===== src/fpwm_params.svh =====
// register offsets, field positions, reset values and timing constants of the fan drive block
`ifndef FPWM_PARAMS_SVH
`define FPWM_PARAMS_SVH

// register offsets
`define FPWM_ADDR_HIGH_STATUS 8'h24
`define FPWM_ADDR_LOW_STATUS 8'h25
`define FPWM_ADDR_CHAN_ENABLE 8'h28
`define FPWM_ADDR_OUTPUT_CONFIG 8'h2a
`define FPWM_ADDR_BASE_FREQ 8'h2b
`define FPWM_ADDR_EXT1_HIGH 8'h30
`define FPWM_ADDR_EXT2_HIGH 8'h31
`define FPWM_ADDR_EXT3_HIGH 8'h32
`define FPWM_ADDR_INT_HIGH 8'h34
`define FPWM_ADDR_EXT1_LOW 8'h38
`define FPWM_ADDR_EXT2_LOW 8'h39
`define FPWM_ADDR_EXT3_LOW 8'h3a
`define FPWM_ADDR_INT_LOW 8'h3c
`define FPWM_ADDR_DRIVE 8'h40
`define FPWM_ADDR_DIVIDER 8'h41
`define FPWM_ADDR_LOOP_CONFIG 8'h42

// field positions
`define FPWM_BIT_OUTPUT_TYPE 4
`define FPWM_BIT_INVERT 0
`define FPWM_BIT_LOOP_EN 7
`define FPWM_RANGE_HI 6
`define FPWM_RANGE_LO 5
`define FPWM_EDGES_HI 4
`define FPWM_EDGES_LO 3
`define FPWM_UPDATE_HI 2
`define FPWM_UPDATE_LO 0

// writable bit masks
`define FPWM_MASK_OUTPUT_CONFIG 8'h11
`define FPWM_MASK_BASE_FREQ 8'h03
`define FPWM_MASK_CHAN 8'h0f

// reset values
`define FPWM_RST_OUTPUT_CONFIG 8'h00
`define FPWM_RST_BASE_FREQ 8'h03
`define FPWM_RST_HIGH_LIMIT 8'h55
`define FPWM_RST_LOW_LIMIT 8'h00
`define FPWM_RST_DRIVE 8'h00
`define FPWM_RST_DIVIDER 8'h01
`define FPWM_RST_LOOP_CONFIG 8'h2b
`define FPWM_RST_CHAN 4'h0

// pwm timing: clock in hertz, base frequencies in millihertz, 255 steps per period
`define FPWM_CLOCK_HZ 64'd250000000
`define FPWM_STEPS 8'hff
`define FPWM_LAST_STEP 8'hfe
`define FPWM_BASE0_MHZ 64'd26000000
`define FPWM_BASE1_MHZ 64'd19531000
`define FPWM_BASE2_MHZ 64'd4882000
`define FPWM_BASE3_MHZ 64'd2441000
`define FPWM_STEP_CYC(f) (18'((`FPWM_CLOCK_HZ * 64'd1000) / ((f) * 64'd255)))

// update interval unit
`define FPWM_UPDATE_UNIT_MS 64'd100
`define FPWM_UPDATE_UNIT_CYC (32'((`FPWM_CLOCK_HZ * `FPWM_UPDATE_UNIT_MS) / 64'd1000))

`endif


===== src/fpwm_pkg.sv =====
// types shared by the fan drive block
package fpwm_pkg;

   typedef struct packed {
      logic       write;
      logic       read;
      logic [7:0] addr;
      logic [7:0] wdata;
   } fpwm_reg_req_t;

   typedef struct packed {
      logic [3:0] multiplier;
      logic [3:0] edges;
      logic [2:0] update_code;
   } fpwm_tach_cfg_t;

endpackage


===== src/fpwm_fan_drive.sv =====
// pwm fan driver with drive ramping, tach settings and temperature limit checking
`timescale 1ns/1ns
`include "fpwm_params.svh"

// Behaviour
// - output type bit: open drain or push-pull
// - normal polarity: 00h off, FFh full on
// - inverted polarity swaps the duty cycle
// - base field picks one of four frequencies
// - reading at or above high limit flags
// - reading below low limit flags
// - four signed high and low limits
// - software lock blocks limit writes
// - drive register reads back applied drive
// - writes dropped while loop or table active
// - manual mode: write sets drive directly
// - duty equals drive over 255
// - divider lowers frequency, keeps duty
// - divide value zero acts as one
// - loop enable selects automatic drive
// - table lock forces loop enable bit
// - range field scales tach counts
// - edges field sets edges per rotation
// - update field sets drive update interval
// - one bounded drive step per update
// - status read clears only vanished conditions
// - channel enable gates alert, not status
module fpwm_fan_drive #(
   parameter logic [31:0] UPDATE_UNIT_CYCLES = `FPWM_UPDATE_UNIT_CYC
) (
   // clock and reset
   input wire logic i_clock,
   input wire logic i_resetn,
   // register port
   input wire fpwm_pkg::fpwm_reg_req_t i_reg,
   output logic [7:0] o_reg_rdata,
   // measurements, index 0 internal, 1 to 3 external
   input wire logic [3:0][7:0] i_temp,
   // speed loop, lookup table and software lock
   input wire logic [7:0] i_loop_drive,
   input wire logic [7:0] i_table_drive,
   input wire logic i_table_active,
   input wire logic i_table_lock,
   input wire logic i_table_rpm_mode,
   input wire logic [7:0] i_fan_step,
   input wire logic i_soft_lock,
   // fan pin and status outputs
   output logic o_pwm_out,
   output logic o_pwm_oe_n,
   output logic o_alert_n,
   output logic o_update_tick,
   output fpwm_pkg::fpwm_tach_cfg_t o_tach_cfg
);

   // register state
   logic [7:0] output_config;
   logic [7:0] base_freq;
   logic [7:0] pwm_divider;
   logic [7:0] loop_config;
   logic [7:0] drive;
   logic [3:0][7:0] high_limit;
   logic [3:0][7:0] low_limit;
   logic [3:0] high_status;
   logic [3:0] low_status;
   logic [3:0] chan_enable;

   // pwm state
   logic [17:0] pre_count;
   logic [7:0] step;
   logic [7:0] duty_live;
   logic [7:0] div_live;
   logic [1:0] base_live;

   // update interval state
   logic [31:0] unit_count;
   logic [4:0] unit_index;

   // register access decode
   wire wr = i_reg.write;
   wire rd = i_reg.read;
   wire [7:0] addr = i_reg.addr;
   wire [7:0] wdata = i_reg.wdata;
   wire wr_output_config = wr && (addr == `FPWM_ADDR_OUTPUT_CONFIG);
   wire wr_base_freq = wr && (addr == `FPWM_ADDR_BASE_FREQ);
   wire wr_divider = wr && (addr == `FPWM_ADDR_DIVIDER);
   wire wr_loop_config = wr && (addr == `FPWM_ADDR_LOOP_CONFIG);
   wire wr_chan_enable = wr && (addr == `FPWM_ADDR_CHAN_ENABLE);
   wire rd_high_status = rd && (addr == `FPWM_ADDR_HIGH_STATUS);
   wire rd_low_status = rd && (addr == `FPWM_ADDR_LOW_STATUS);

   // drive source selection
   wire loop_on = loop_config[`FPWM_BIT_LOOP_EN];
   wire auto_on = loop_on || i_table_active;
   wire wr_drive = wr && (addr == `FPWM_ADDR_DRIVE) && !auto_on;
   wire [7:0] auto_target = loop_on ? i_loop_drive : i_table_drive;

   // limit addresses per channel
   wire [3:0][7:0] high_addr = {`FPWM_ADDR_EXT3_HIGH, `FPWM_ADDR_EXT2_HIGH,
                                `FPWM_ADDR_EXT1_HIGH, `FPWM_ADDR_INT_HIGH};
   wire [3:0][7:0] low_addr = {`FPWM_ADDR_EXT3_LOW, `FPWM_ADDR_EXT2_LOW,
                               `FPWM_ADDR_EXT1_LOW, `FPWM_ADDR_INT_LOW};

   // per-channel limit logic
   logic [3:0] high_cond;
   logic [3:0] low_cond;
   logic [3:0] high_hit;
   logic [3:0] low_hit;
   logic [3:0] wr_high;
   logic [3:0] wr_low;

   genvar ch;
   generate
      for (ch = 0; ch < 4; ch = ch + 1)
      begin : g_chan
         assign wr_high[ch] = wr && (addr == high_addr[ch]) && !i_soft_lock;
         assign wr_low[ch] = wr && (addr == low_addr[ch]) && !i_soft_lock;
         assign high_cond[ch] = $signed(i_temp[ch]) >= $signed(high_limit[ch]);
         assign low_cond[ch] = $signed(i_temp[ch]) < $signed(low_limit[ch]);
         assign high_hit[ch] = (addr == high_addr[ch]);
         assign low_hit[ch] = (addr == low_addr[ch]);

         always_ff @(posedge i_clock or negedge i_resetn)
         begin
            if (!i_resetn)
            begin
               high_limit[ch] <= `FPWM_RST_HIGH_LIMIT;
               low_limit[ch] <= `FPWM_RST_LOW_LIMIT;
            end
            else
            begin
               if (wr_high[ch])
                  high_limit[ch] <= wdata;
               if (wr_low[ch])
                  low_limit[ch] <= wdata;
            end
         end
      end
   endgenerate

   // sticky status: a live condition always wins over the read clear
   wire [3:0] next_high_status = high_cond | (high_status & ~{4{rd_high_status}});
   wire [3:0] next_low_status = low_cond | (low_status & ~{4{rd_low_status}});
   wire next_alert_n = ~|((high_status | low_status) & chan_enable);

   // configuration fields
   wire next_loop_en = i_table_lock ? i_table_rpm_mode : wdata[`FPWM_BIT_LOOP_EN];
   wire [7:0] next_loop_config = {next_loop_en, wdata[`FPWM_BIT_LOOP_EN-1:0]};
   wire [1:0] range_code = loop_config[`FPWM_RANGE_HI:`FPWM_RANGE_LO];
   wire [1:0] edges_code = loop_config[`FPWM_EDGES_HI:`FPWM_EDGES_LO];
   wire [2:0] update_code = loop_config[`FPWM_UPDATE_HI:`FPWM_UPDATE_LO];

   // tach scaling: multiplier 1,2,4,8; edges 3,5,7,9
   wire [3:0] tach_mult = 4'(4'h1 << range_code);
   wire [3:0] tach_edges = {1'b0, edges_code, 1'b1} + 4'h2;

   // update interval in units of the base time
   logic [4:0] update_units;
   always_comb
   begin
      case (update_code)
         3'h0: update_units = 5'h01;
         3'h1: update_units = 5'h02;
         3'h2: update_units = 5'h03;
         3'h3: update_units = 5'h04;
         3'h4: update_units = 5'h05;
         3'h5: update_units = 5'h08;
         3'h6: update_units = 5'h0c;
         default: update_units = 5'h10;
      endcase
   end

   wire unit_done = (unit_count == UPDATE_UNIT_CYCLES - 32'h0000_0001);
   wire update_now = unit_done && (unit_index >= update_units - 5'h01);

   // ramped drive toward the automatic target
   wire [7:0] gap_up = auto_target - drive;
   wire [7:0] gap_down = drive - auto_target;
   logic [7:0] ramp_drive;
   always_comb
   begin
      if (auto_target > drive)
         ramp_drive = (gap_up > i_fan_step) ? drive + i_fan_step : auto_target;
      else
         ramp_drive = (gap_down > i_fan_step) ? drive - i_fan_step : auto_target;
   end

   logic [7:0] next_drive;
   always_comb
   begin
      if (wr_drive)
         next_drive = wdata;
      else if (auto_on && update_now)
         next_drive = ramp_drive;
      else
         next_drive = drive;
   end

   // pwm step timing from base frequency and divider
   logic [17:0] base_step_cyc;
   always_comb
   begin
      case (base_live)
         2'h0: base_step_cyc = `FPWM_STEP_CYC(`FPWM_BASE0_MHZ);
         2'h1: base_step_cyc = `FPWM_STEP_CYC(`FPWM_BASE1_MHZ);
         2'h2: base_step_cyc = `FPWM_STEP_CYC(`FPWM_BASE2_MHZ);
         default: base_step_cyc = `FPWM_STEP_CYC(`FPWM_BASE3_MHZ);
      endcase
   end

   wire [7:0] div_eff = (div_live == 8'h00) ? 8'h01 : div_live;
   wire [25:0] step_cyc = {8'h00, base_step_cyc} * {18'h0_0000, div_eff};
   wire step_done = ({8'h00, pre_count} + 26'h000_0001 >= step_cyc);
   wire period_end = step_done && (step == `FPWM_LAST_STEP);
   wire pwm_level = (step < duty_live) ^ output_config[`FPWM_BIT_INVERT];
   wire push_pull = output_config[`FPWM_BIT_OUTPUT_TYPE];
   wire next_pwm_out = push_pull ? pwm_level : 1'b0;
   wire next_pwm_oe_n = push_pull ? 1'b0 : pwm_level;

   // readback mux
   logic [7:0] next_rdata;
   always_comb
   begin
      next_rdata = 8'h00;
      case (addr)
         `FPWM_ADDR_HIGH_STATUS: next_rdata = {4'h0, high_status};
         `FPWM_ADDR_LOW_STATUS: next_rdata = {4'h0, low_status};
         `FPWM_ADDR_CHAN_ENABLE: next_rdata = {4'h0, chan_enable};
         `FPWM_ADDR_OUTPUT_CONFIG: next_rdata = output_config;
         `FPWM_ADDR_BASE_FREQ: next_rdata = base_freq;
         `FPWM_ADDR_DRIVE: next_rdata = drive;
         `FPWM_ADDR_DIVIDER: next_rdata = pwm_divider;
         `FPWM_ADDR_LOOP_CONFIG: next_rdata = loop_config;
         default:
         begin
            for (int i = 0; i < 4; i++)
            begin
               if (high_hit[i])
                  next_rdata = high_limit[i];
               if (low_hit[i])
                  next_rdata = low_limit[i];
            end
         end
      endcase
   end

   // configuration registers
   always_ff @(posedge i_clock or negedge i_resetn)
   begin
      if (!i_resetn)
      begin
         output_config <= `FPWM_RST_OUTPUT_CONFIG;
         base_freq <= `FPWM_RST_BASE_FREQ;
         pwm_divider <= `FPWM_RST_DIVIDER;
         chan_enable <= `FPWM_RST_CHAN;
      end
      else
      begin
         if (wr_output_config)
            output_config <= wdata & `FPWM_MASK_OUTPUT_CONFIG;
         if (wr_base_freq)
            base_freq <= wdata & `FPWM_MASK_BASE_FREQ;
         if (wr_divider)
            pwm_divider <= wdata;
         if (wr_chan_enable)
            chan_enable <= 4'(wdata & `FPWM_MASK_CHAN);
      end
   end

   // speed loop configuration, loop enable forced while the table lock holds
   always_ff @(posedge i_clock or negedge i_resetn)
   begin
      if (!i_resetn)
         loop_config <= `FPWM_RST_LOOP_CONFIG;
      else if (wr_loop_config)
         loop_config <= next_loop_config;
      else if (i_table_lock)
         loop_config[`FPWM_BIT_LOOP_EN] <= i_table_rpm_mode;
   end

   // applied drive
   always_ff @(posedge i_clock or negedge i_resetn)
   begin
      if (!i_resetn)
         drive <= `FPWM_RST_DRIVE;
      else
         drive <= next_drive;
   end

   // status and alert
   always_ff @(posedge i_clock or negedge i_resetn)
   begin
      if (!i_resetn)
      begin
         high_status <= 4'h0;
         low_status <= 4'h0;
         o_alert_n <= 1'b1;
      end
      else
      begin
         high_status <= next_high_status;
         low_status <= next_low_status;
         o_alert_n <= next_alert_n;
      end
   end

   // update interval timer
   always_ff @(posedge i_clock or negedge i_resetn)
   begin
      if (!i_resetn)
      begin
         unit_count <= 32'h0000_0000;
         unit_index <= 5'h00;
         o_update_tick <= 1'b0;
      end
      else
      begin
         unit_count <= unit_done ? 32'h0000_0000 : unit_count + 32'h0000_0001;
         if (update_now)
            unit_index <= 5'h00;
         else if (unit_done)
            unit_index <= unit_index + 5'h01;
         o_update_tick <= update_now;
      end
   end

   // pwm counters; new duty, divider and base load only at a period boundary
   always_ff @(posedge i_clock or negedge i_resetn)
   begin
      if (!i_resetn)
      begin
         pre_count <= 18'h0_0000;
         step <= 8'h00;
         duty_live <= `FPWM_RST_DRIVE;
         div_live <= `FPWM_RST_DIVIDER;
         base_live <= 2'(`FPWM_RST_BASE_FREQ);
      end
      else
      begin
         pre_count <= step_done ? 18'h0_0000 : pre_count + 18'h0_0001;
         if (step_done)
            step <= period_end ? 8'h00 : step + 8'h01;
         if (period_end)
         begin
            duty_live <= drive;
            div_live <= pwm_divider;
            base_live <= base_freq[1:0];
         end
      end
   end

   // pin, tach and readback outputs
   always_ff @(posedge i_clock or negedge i_resetn)
   begin
      if (!i_resetn)
      begin
         o_pwm_out <= 1'b0;
         o_pwm_oe_n <= 1'b1;
         o_reg_rdata <= 8'h00;
         o_tach_cfg <= '0;
      end
      else
      begin
         o_pwm_out <= next_pwm_out;
         o_pwm_oe_n <= next_pwm_oe_n;
         o_reg_rdata <= next_rdata;
         o_tach_cfg <= '{multiplier: tach_mult, edges: tach_edges, update_code: update_code};
      end
   end

endmodule


===== config.mk =====
export PLATFORM = sky130hd
export DESIGN_NAME = fpwm_fan_drive
export DESIGN_NICKNAME = d
export VERILOG_FILES = /design/src/fpwm_pkg.sv /design/src/fpwm_fan_drive.sv
export VERILOG_INCLUDE_DIRS = /design/src
export SDC_FILE = /design/constraint.sdc
export NUM_CORES = 1
export LEC_CHECK = 0
export BUFFER_PORTS_ARGS = -buffer_cell sky130_fd_sc_hd__buf_2
export CAP_MARGIN = 20
export CORE_MARGIN = 5
export CORE_UTILIZATION = 40
export DETAILED_ROUTE_END_ITERATION = 7
export SYNTH_ARGS = -nofsm -noshare
export SYNTH_HDL_FRONTEND = slang
export SYNTH_SLANG_ARGS = --single-unit

===== constraint.sdc =====
create_clock -name i_clock -period 8.6 [get_ports i_clock]
set_clock_uncertainty 0.2 [all_clocks]
set_input_delay 1.29 -clock i_clock [delete_from_list [all_inputs] [get_ports i_clock]]
set_output_delay 1.29 -clock i_clock [all_outputs]
set_load 0.02 [all_outputs]

After elaboration in Yosys (flattened, before gate mapping)
Index checks and enable logic that the tools add are counted.
{"block": "word_totals", "reg_bits": 208, "inputBits": 80, "out_inout_bits": 23, "elab_cells": 161}
{"block": "op_classes", "addsub": 11, "mul": 1, "n_lt_le_gt_ge": 14, "eq_ne": 26, "shifts": 1, "muxes": 28, "bitwise_logic": 9, "reduce_logical": 39}
{"cell": "$mux 8", "count": 16}
{"cell": "$eq 8x6->1 const B", "count": 13}
{"cell": "$pmux 8 s8", "count": 1}
{"cell": "$lt 8x8->1", "count": 5}
{"cell": "$pmux 5 s7", "count": 1}
{"cell": "$add 32x1->32 const B", "count": 1}
{"cell": "$eq 32x25->1 const B", "count": 1}
{"cell": "$ge 8x8->1", "count": 4}
{"cell": "$mux 32", "count": 1}
{"cell": "$logic_and 1x1->1", "count": 28}
{"cell": "$pmux 9 s3", "count": 1}
{"cell": "$ge 19x26->1", "count": 1}
{"cell": "$mul 18x8->26", "count": 1}
{"cell": "$eq 8x7->1 const B", "count": 3}
{"cell": "$gt 8x8->1", "count": 3}
{"cell": "$sub 8x8->8", "count": 3}
{"cell": "$add 18x1->19 const B", "count": 1}
{"cell": "$add 18x1->18 const B", "count": 1}
{"cell": "$mux 18", "count": 1}
{"cell": "$and 4x4->4", "count": 3}
{"cell": "$or 4x4->4", "count": 3}
{"cell": "$mux 5", "count": 2}
{"cell": "$eq 3x3->1 const B", "count": 3}
{"cell": "$add 8x1->8 const B", "count": 1}
{"cell": "other kinds (21)", "count": 31}

Depth between registers and ports, before layout
Gate-level depths: netlist of the first run.
{"block": "depth", "depth_word": 10, "depth_mapped": 31, "ltp_nobuf": 29}

Worst setup path after synthesis of the first run
OpenSTA, ideal clock, no wires.
{"block": "synth_path", "path_type": "flip-flop to flip-flop", "startpoint": "register base_live[0]", "endpoint": "register duty_live[0]", "setup_time_ns": 0.128, "t_arrival_ns": 6.851, "required_ns": 8.272, "path_slack_ns": 1.422, "stages_incl_launch_ff": 31, "n_path_buf": 2, "synth_period_minus_slack_ns": 7.178, "cell_sequence": "dfstp_2 inv_1 ha_1 nor2_1 nor2_1 and2_1 fa_1 fa_1 fa_1 inv_1 fa_1 inv_1 ha_1 or2_2 a21oi_1 o21bai_1 o21ai_0 nor4_1 nor2_1 a21oi_1 xor2_1 ha_1 nand4_1 or2_1 nor2_1 a2111oi_0 a31oi_2 and2_1 buf_2 buf_2 mux2_1"}
{"block": "synth_between", "elab_chain_len": 5, "elab_cells_between_ends": 7, "cone_classes": "mul (1); order compare (1); eq/ne (2); mux (1); reduce/logical (2)"}
{"element": "start: declaration", "line": "fpwm_fan_drive.sv:72", "text": "logic [1:0] base_live;"}
{"element": "start signal: assignment", "line": "fpwm_fan_drive.sv:335", "text": "base_live <= 2'(`FPWM_RST_BASE_FREQ);"}
{"element": "start signal: assignment", "line": "fpwm_fan_drive.sv:346", "text": "base_live <= base_freq[1:0];"}
{"element": "$eq 2x2->1, or another cell as far along", "line": "fpwm_fan_drive.sv:202", "text": "case (base_live)"}
{"element": "$pmux 9 s3 (*)", "line": "fpwm_fan_drive.sv:202"}
{"element": "$mul 18x8->26 (*)", "line": "fpwm_fan_drive.sv:211", "text": "wire [25:0] step_cyc = {8'h00, base_step_cyc} * {18'h0_0000, div_eff};"}
{"element": "$ge 19x26->1 (*)", "line": "fpwm_fan_drive.sv:212", "text": "wire step_done = ({8'h00, pre_count} + 26'h000_0001 >= step_cyc);"}
{"element": "$logic_and 1x1->1 (*)", "line": "fpwm_fan_drive.sv:213", "text": "wire period_end = step_done && (step == `FPWM_LAST_STEP);"}
{"element": "end signal: assignment", "line": "fpwm_fan_drive.sv:333", "text": "duty_live <= `FPWM_RST_DRIVE;"}
{"element": "end signal: assignment", "line": "fpwm_fan_drive.sv:344", "text": "duty_live <= drive;"}
{"element": "end: declaration", "line": "fpwm_fan_drive.sv:70", "text": "logic [7:0] duty_live;"}
Mark *: on every way between the ends. The rest lies on a longest branch, timed or not.
A chain may end at the register's enable or synchronous reset.

Final worst setup path of the first run
{"block": "layout_path", "startpoint": "register base_live[1]", "endpoint": "register duty_live[0]"}
Same word-level chain as after synthesis.

==> metrics.md, run 1 <==
| Metric | Value |
|---|---|
| Outcome | `complete, no violations` |
| Top_reg_cell synth | `dfrtp_1` |
| CTS clk-pin slew, worst paths | `0.06 ns` |
| Post-synth top area share | `0.2852` |
| DR vias | `12,133` |
| Chip height | `208.7 um` |
| Combinational share of power | `0.122` |
| Worst slew pin tran | `1.005 ns` |
| Vias in the first global route | `12,368` |
| Max Clk Rate | `126.1 MHz` |
| Ys Warns | `0` |
| H-tree Lvls | `1` |
| Top fanout value on the critical path | `18` |
| Async S/R FF share, synth | `1.000` |
| Total power | `0.002470 W` |
| CTS sink cnt | `208` |
| Critical Path RT | `8.85 ns` |
| #FFs+latches synth | `208` |
| Setup TNS | `0 ns` |
| CTS Buf Count | `26` |
| Fin crit share | `0.9219` |
| Hold Vio Cnt, Final | `0` |
| Grt ovf | `0` |
| Cts repair resizes | `0` |
| Root buf cell | `clkbuf_16` |
| Post-CTS Hold Fix Bufs | `0` |
| Starting density of the core | `0.4068` |
| Ports | `103` |
| Post-synth EDFFs | `0` |
| CP Data Arrival Time | `8.18 ns` |
| Post-Synthesis Cells | `1,652` |
| Critical path endpoint category | `flip-flop` |
| Longest Clk Path Bufs | `3` |
| DIE WIDTH | `208.7 um` |
| Switch share | `0.2677` |
| Clk pwr share | `0.464` |
| Net switching power | `0.0006613 W` |
| Synth Area per Inst | `9.561 um2` |
| RSZ-0062 raised after global routing | `no` |
| Slew Viols, Final | `0` |
| Die area | `0.04356 mm2` |
| CP startpoint kind | `flip-flop` |
| Buffers added on ports | `102` |
| Leak pwr | `8.677 nW` |
| Post-Route WL | `41,530 um` |
| Endpoints failing setup | `0` |
| # rows | `72` |
| Drt wl/cell | `18.23 um` |
| Top cells by area, synth | `dfrtp_1 (29%), ha_1 (15%), mux2_2 (6.8%)` |
| VDD IR-drop max | `0.1222 mV` |
| Min-Delay Path Class | `flip-flop to flip-flop` |
| Tmin final | `7.929 ns` |
| Nets@finish | `2,051` |
| Reg power frac | `0.414` |
| Syn_nets | `1,966` |
| Pint | `0.001809 W` |
| Clk_lat worst skew | `0.56 ns` |
| Max-cap violation count | `0` |
| Core Region | `0.03883 mm2` |
| First-pass GRT wire length | `67,220 um` |
| Pin count of the biggest net entering global routing | `80` |
| Post-synthesis cell type count | `77` |
| Share of cells above drive strength 1 | `0.1651` |
| Crit path kind | `flip-flop to flip-flop` |
| Post-route ant nets | `0` |
| DRC | `0` |
| Post-CTS Setup Inserts | `0` |
| Via-to-Cell Ratio | `5.326` |
| Initial DRC count | `653` |
| Global placement routability congestion | `0.8970` |
| Relative slew margins | `0.3290` |
| Critical Path Slowest Stage Cell | `a2111oi_0` |
| Initial antenna violation count | `2` |
| Hpwl dp | `31,840 um` |
| Slowest stage delay, CP | `0.64 ns` |
| Power Density | `139.4 mW/mm2` |
| Cell Area, Synth | `0.01580 mm2` |
| Total GRT Usage | `0.1881` |
| Cell accounting for the most synthesized area | `dfrtp_1` |
| Drt pass-1 iters | `5` |
| CTS tree | `yes` |
| Register area share after synthesis | `0.3317` |
| Area growth syn-to-layout | `12.23%` |
critical path: cells and delay by family, from the launching register on:
| family | cells | cell delay [ns] |
|---|---|---|
| adder cells (fa/ha/maj) | 7 | 2.94 |
| multiplexers | 1 | 0.39 |
| AO/OA/AOI/OAI | 6 | 1.65 |
| buffers and inverters | 4 | 0.25 |
| flip-flops | 1 | 0.37 |
| XOR/XNOR | 1 | 0.18 |
| AND/OR/NAND/NOR | 10 | 1.84 |
registers in the layout (all words and copies together) (netlist names), 4 cells and up:
signal and flops:
o_reg_rdata 8, unit_index 5, pwm_divider 8, o_tach_cfg 11, low_limit 32, loop_config 8
div_live 8, unit_count 32, low_status 4, drive 8, high_limit 32, step 8
high_status 4, duty_live 8, chan_enable 4, pre_count 18
Yosys cell counts, types with 8 or more instances:
cell type / instances
ha_1: 188
dfrtp_1: 180
inv_1: 175
nor2_1: 117
nand2_1: 102
mux2_2: 95
o21ai_0: 88
a21oi_1: 62
nand3_1: 60
nor2b_1: 51
fa_1: 46
and2_1: 39
xor2_1: 39
xnor2_1: 38
clkbuf_1: 36
dfstp_2: 28
nand2b_1: 27
nor3_1: 27
mux2i_1: 24
a22oi_1: 20
nand4_1: 19
and3_1: 17
a21o_1: 12
buf_2: 9
a211oi_1: 8
a21boi_0: 8
o22ai_1: 8
layer usage:
metal  GRT usage  vias to the layer above  share of wire
li1            -                     5892              -
met1      0.2657                     5930           0.47
met2      0.3066                      243           0.46
met3     0.02519                       68          0.040
met4     0.04883                        0          0.025
met5           0                        -              0
stage by stage:
stage	std cells	cell area, um2	hold WS [ns]	utilization	worst slack [ns]
floorplan	1652	15800	0.1879	-	1.422
global placement	2227	16800	0.2658	0.4328	0.8695
detailed placement	2227	16800	0.2677	0.4328	0.6770
CTS	2275	17720	0.2808	0.4564	0.6401
global route	2277	17720	0.3003	0.4565	0.1484
finish	2278	17730	0.2731	0.4566	0.6714
final timing paths:
check,startpoint,endpoint,slack (ns),depth (start not counted)
worst min register to register,unit_count[31],unit_count[31],0.27,1
worst max-delay path,base_live[1],duty_live[0],0.67,29
worst min-delay path,unit_count[31],unit_count[31],0.27,1
max in group asynchronous,i_resetn,high_status[2],6.29,2
min in group asynchronous,i_resetn,unit_index[2],0.55,1
worst max register to register,base_live[1],duty_live[0],0.67,29
placed cells by master (no fill, tap or decap), types with 19 or more instances in the layout:
master,Yosys,layout
fa_1,46,46
nor2_1,117,117
mux2_2,95,95
ha_1,188,188
clkbuf_16,0,26
buf_2,9,101
o21ai_0,88,88
xnor2_1,38,38
a21oi_1,62,62
nand4_1,19,19
nand2b_1,27,27
nand2_1,102,102
and2_1,39,39
inv_1,175,175
nand3_1,60,60
a22oi_1,20,20
dfrtp_1,180,180
nor3_1,27,27
xor2_1,39,39
dfstp_2,28,28
nor2b_1,51,51
mux2i_1,24,24
cell families (layout without fill, tap and decap cells):
group / after synthesis / after routing / share of synthesized area
fa+ha+maj: 234 / 234 / 0.2072
xor+xnor: 77 / 77 / 0.04270
mux: 120 / 120 / 0.08365
buf+inv: 226 / 331 / 0.05497
other cells: 1 / 4 / 0.0002374
simple gates: 500 / 500 / 0.1616
compound gates: 286 / 286 / 0.1179
flops: 208 / 208 / 0.3317
power groups by stage:
stage                     clock network (W)  logic [W]  registers [W]
after floorplan                           0   0.000186        0.00103
after global placement                    0   0.000296        0.00104
after detailed placement                  0   0.000301        0.00104
after CTS                           0.00118   0.000302        0.00102
after global routing                0.00121   0.000341        0.00102
final                               0.00115   0.000301        0.00102
final cells by class:
cell class                 count  area, um2
antenna                        3      7.507
clock inverter                 8      131.4
clock buffer                  40      783.3
tap                          518      648.1
multi-input combinational   1218       9696
timing repair buffer         108      564.3
inverter                     175      656.9
sequential                   208       5240
fill                        3744      21100
No activity file was read; power rests on OpenSTA's default activity.
==> inputs of run 2 (changes only) <==
==> constraint.sdc (replaced) <==
create_clock -name i_clock -period 7.8 [get_ports i_clock]
set_clock_uncertainty 0.2 [all_clocks]
set_input_delay 1.17 -clock i_clock [delete_from_list [all_inputs] [get_ports i_clock]]
set_output_delay 1.17 -clock i_clock [all_outputs]
set_load 0.02 [all_outputs]
==> metrics.md, run 2 (synthesized netlist as in run 1, its figures left out) <==
| Metric | Value |
|---|---|
| Hold Vio Cnt, Final | `0` |
| Slowest stage delay, CP | `0.56 ns` |
| Relative slew margins | `0.3706` |
| Most frequent cells in the layout | `ha_1 (187), dfrtp_1 (180), inv_1 (175)` |
| Pin count of the biggest net entering global routing | `90` |
| DR vias | `12,166` |
| Buffers added on ports | `102` |
| Critical Path RT | `8.02 ns` |
| Outcome | `complete, no violations` |
| CP startpoint kind | `flip-flop` |
| Clk_lat worst skew | `0.55 ns` |
| Critical Path Slowest Stage Cell | `dfstp_2` |
| Hpwl dp | `32,050 um` |
| Commonest non-fill, non-tap cell in the layout | `ha_1` |
| Post-CTS Hold Fix Bufs | `0` |
| Fill count | `3,702` |
| Post-Route WL | `41,920 um` |
| Nets@finish | `2,057` |
| Longest Clk Path Bufs | `3` |
| Min-Delay Path Class | `flip-flop to flip-flop` |
| DIE WIDTH | `208.7 um` |
| Min Hold Slack | `0.2793 ns` |
| Initial antenna violation count | `2` |
| Drt wl/cell | `18.37 um` |
| Starting density of the core | `0.4068` |
| CTS Buf Count | `26` |
| Post-route ant nets | `0` |
| Slew Viols, Final | `0` |
| Drt pass-1 iters | `5` |
| Endpoints failing setup | `0` |
| Via-to-Cell Ratio | `5.331` |
| Critical path endpoint category | `flip-flop` |
| Setup WS pre-CTS | `0.07682 ns` |
| Post-CTS Setup Inserts | `0` |
| Reg2Reg Setup Slack | `0.46 ns` |
| VDD IR-drop max | `0.1369 mV` |
| Fin crit share | `0.9408` |
| Leak pwr | `8.772 nW` |
| Vias in the first global route | `12,205` |
| Chip height | `208.7 um` |
| Final worst slack | `0.4614 ns` |
| Finished Layout Cells | `2,282` |
| Crit path top cell by count | `fa_1` |
| Worst slew pin tran | `0.9368 ns` |
| Die area | `0.04356 mm2` |
| Area growth syn-to-layout | `13.47%` |
| CTS tree | `yes` |
| Max Clk Rate | `136.3 MHz` |
| Crit path kind | `flip-flop to flip-flop` |
| Ports | `103` |
| Global placement routability congestion | `0.9081` |
| CP Data Arrival Time | `7.56 ns` |
| Post-layout util | `0.4616` |
| DRC | `0` |
| Largest registers | `high_limit (32), low_limit (32), unit_count (32)` |
| H-tree Lvls | `1` |
| RSZ-0062 raised after global routing | `no` |
| First-pass GRT wire length | `67,790 um` |
| Cts repair resizes | `0` |
| # rows | `72` |
| Core Region | `0.03883 mm2` |
| Post-placement cell count | `2,233` |
| CTS sink cnt | `208` |
| Setup TNS | `0 ns` |
| Root buf cell | `clkbuf_16` |
| Total GRT Usage | `0.1902` |
| Share of cells above drive strength 1 | `0.1730` |
| Tmin final | `7.339 ns` |
| Grt ovf | `0` |
| Power Density | `163.1 mW/mm2` |
| Max-cap violation count | `0` |
| Top fanout value on the critical path | `18` |
| CTS clk-pin slew, worst paths | `0.06 ns` |
| Initial DRC count | `731` |
==> run 2: cell type report <==
| type | instances | area (um2) | area share |
|---|---|---|---|
| inverters | 175 | 656.9 | 0.03665 |
| clock buffers | 34 | 730.7 | 0.04077 |
| clock inverters | 14 | 314.1 | 0.01752 |
| multi-input cells | 1218 | 9718 | 0.5422 |
| diodes | 1 | 2.502 | 0.0001396 |
| well taps | 518 | 648.1 | 0.03616 |
| flip-flops and latches | 208 | 5240 | 0.2924 |
| repair buffers | 114 | 613.1 | 0.03421 |
==> run 2: power breakdown <==
group	internal, W	switching (W)	leakage, nW
Clock	0.000959	0.000501	0.510
Combinational	0.000127	0.000208	5.57
Sequential	0.00111	0.0000237	2.69
Total	0.00219	0.000733	8.77
==> run 2: metrics by stage <==
| step | instance area (um2) | total power [W] |
|---|---|---|
| after global placement | 16850 | 0.001473 |
| final | 17920 | 0.002923 |
| after global routing | 17920 | 0.003049 |
| after CTS | 17890 | 0.002960 |
| after detailed placement | 16850 | 0.001480 |
| after floorplan | 15800 | 0.001346 |
==> run 2: path summary, 6_finish.rpt <==
| check | end | startpoint | cells past startpoint |
|---|---|---|---|
| setup / recovery | div_live[3] | base_live[0] | 27 |
| hold / removal | unit_count[31] | unit_count[31] | 1 |
| setup reg to reg | div_live[3] | base_live[0] | 27 |
| hold reg to reg | unit_count[31] | unit_count[31] | 1 |
| max in group asynchronous | chan_enable[2] | i_resetn | 2 |
| min in group asynchronous | unit_index[2] | i_resetn | 1 |
==> run 2: metal layers <==
metal,track usage,vias up,routed length [um]
li1,-,5909,-
met1,0.2665,5947,19550
met2,0.3166,247,19740
met3,0.02549,63,1695
met4,0.04118,0,931
met5,0,-,0
==> run 2: critical path, delay by kind of cell (launching register included) <==
family / cells / cell delay (ns)
AOI/OAI and AO/OA: 6 / 1.08
DFF: 1 / 0.56
buffers and inverters: 4 / 0.35
adders and majority gates: 7 / 2.98
and+or+nand+nor: 8 / 1.60
xor gates and xnor gates: 1 / 0.09
muxes: 1 / 0.35
==> inputs of run 3 (changes only) <==
--- a/config.mk
+++ b/config.mk
@@ -8,9 +8,12 @@
 export LEC_CHECK = 0
 export BUFFER_PORTS_ARGS = -buffer_cell sky130_fd_sc_hd__buf_2
 export CAP_MARGIN = 20
+export CELL_PAD_IN_SITES_DETAIL_PLACEMENT = 1
+export CELL_PAD_IN_SITES_GLOBAL_PLACEMENT = 2
 export CORE_MARGIN = 5
 export CORE_UTILIZATION = 40
 export DETAILED_ROUTE_END_ITERATION = 7
+export PLACE_DENSITY_LB_ADDON = 0.1
 export SYNTH_ARGS = -nofsm -noshare
 export SYNTH_HDL_FRONTEND = slang
 export SYNTH_SLANG_ARGS = --single-unit
==> metrics.md, run 3 (synthesized netlist as in run 1, its figures left out) <==
| Metric | Value |
|---|---|
| Core Region | `0.03883 mm2` |
| Slew Viols, Final | `0` |
| DR vias | `12,237` |
| Net switching power | `0.0007192 W` |
| Ant. Diodes | `0` |
| Setup TNS | `0 ns` |
| CTS Buf Count | `26` |
| Area growth syn-to-layout | `12.72%` |
| Longest Clk Path Bufs | `3` |
| Initial antenna violation count | `0` |
| First-pass GRT wire length | `75,120 um` |
| Nets@finish | `2,058` |
| Combinational share of power | `0.125` |
| CTS tree | `yes` |
| DP Area | `0.01684 mm2` |
| Hold Vio Cnt, Final | `0` |
| Most frequent cells in the layout | `ha_1 (187), dfrtp_1 (180), inv_1 (175)` |
| Starting density of the core | `0.4068` |
| Ports | `103` |
| Crit path top cell by count | `fa_1` |
| Leak pwr | `8.725 nW` |
| Post-CTS Hold Fix Bufs | `0` |
| DIE WIDTH | `208.7 um` |
| Crit path buf inv count | `3` |
| Min Hold Slack | `0.2807 ns` |
| Clk_lat worst skew | `0.54 ns` |
| Critical path endpoint category | `flip-flop` |
| H-tree Lvls | `1` |
| Post-layout util | `0.4586` |
| Hpwl dp | `36,050 um` |
| CP startpoint kind | `flip-flop` |
| Tmin final | `7.432 ns` |
| Crit path max-delay family | `adder cells` |
| Clk pwr share | `0.460` |
| DRC | `0` |
| Vias in the first global route | `13,472` |
| Worst slew pin tran | `0.9329 ns` |
| Via-to-Cell Ratio | `5.362` |
| Slowest stage delay, CP | `0.56 ns` |
| Root buf cell | `clkbuf_16` |
| Power Density | `152.5 mW/mm2` |
| Drt pass-1 iters | `4` |
| Design Area, Final | `0.01780 mm2` |
| Drt wl/cell | `20.16 um` |
| Relative slew margins | `0.3768` |
| # rows | `72` |
| Fin crit share | `0.9528` |
| Min-Delay Path Class | `flip-flop to flip-flop` |
| Crit path kind | `flip-flop to flip-flop` |
| Post-Route WL | `46,010 um` |
| Global placement routability congestion | `0.8711` |
| CTS sink cnt | `208` |
| Total GRT Usage | `0.2121` |
| Initial DRC count | `620` |
| Critical Path RT | `8.01 ns` |
| Critical Path Slowest Stage Cell | `dfstp_2` |
| Post-route ant nets | `0` |
| Pin count of the biggest net entering global routing | `101` |
| Max Clk Rate | `134.6 MHz` |
| Share of cells above drive strength 1 | `0.1723` |
| Reg power frac | `0.416` |
| Grt ovf | `0` |
| Chip height | `208.7 um` |
| Endpoints failing setup | `0` |
| CTS clk-pin slew, worst paths | `0.06 ns` |
| Total power | `0.002716 W` |
| CP Data Arrival Time | `7.64 ns` |
| Commonest non-fill, non-tap cell in the layout | `ha_1` |
| Max-cap violation count | `0` |
| Buffers added on ports | `102` |
| Outcome | `complete, no violations` |
| Pint | `0.001996 W` |
| Switch share | `0.2648` |
| VDD IR-drop max | `0.1559 mV` |
| Die area | `0.04356 mm2` |
| Largest registers | `high_limit (32), low_limit (32), unit_count (32)` |
| Top fanout value on the critical path | `12` |
[run 3: cell count changes in the layout (fill, tap and decap cells not counted), sizes merged]
cell / delta
buf: +1
clkinvlp: +2
inv: -1
clkinv: +2
diode: -1
bufinv: -7
clkbuf: +4
[run 3: power by group through the flow]
stage	clock network, W	registers, W	logic [W]
2_1_floorplan	0	0.00114	0.000206
3_3_place_gp	0	0.00115	0.000332
3_5_place_dp	0	0.00115	0.000341
4_1_cts	0.00129	0.00113	0.000343
5_1_grt	0.00134	0.00113	0.000385
6_report	0.00125	0.00113	0.000338
[run 3: stage by stage]
| stage | cells | setup slack (ns) |
|---|---|---|
| after floorplan | 1652 | 0.6217 |
| after global placement | 2232 | 0.1199 |
| after detailed placement | 2232 | -0.05133 |
| after CTS | 2280 | 0.01451 |
| after global routing | 2282 | -0.01169 |
| final | 2282 | 0.3683 |
[run 3: cell type report]
class                      count  area, um2
tap                          518      648.1
timing repair buffer         115      648.1
sequential                   208       5240
clock buffer                  38      787.0
multi-input combinational   1218       9716
inverter                     175      656.9
fill                        4479      21020
clock inverter                10      108.9
[run 3: per-layer routing]
layer  global-route usage  wire (um)  part of all wire  vias up
met1               0.2872      21170              0.46     6107
met4              0.03735        731             0.016        0
met3              0.02804       1675             0.036       46
met2               0.3691      22440              0.49      182
met5                    0          0                 0        -
li1                     -          -                 -     5902
[run 3: final timing paths]
check	from	endpoint	slack (ns)	depth (start not counted)
worst max-delay path	base_live[0]	div_live[7]	0.37	27
min in group asynchronous	i_resetn	unit_count[27]	0.45	1
max in group asynchronous	i_resetn	high_limit[19]	5.64	2
worst max register to register	base_live[0]	div_live[7]	0.37	27
worst min-delay path	loop_config[1]	o_tach_cfg[1]	0.28	0
worst min register to register	loop_config[1]	o_tach_cfg[1]	0.28	0
[run 3: repair_timing]
| action | 4_1_cts | 5_1_grt |
|---|---|---|
| pin swaps | 0 | 1 |
| buffers inserted | 0 | 1 |
| endpoints found under the setup margin | 18 | 44 |
| resized for setup | 1 | 11 |
| hold endpoints to repair | 0 | 0 |
| gates cloned | 0 | 1 |
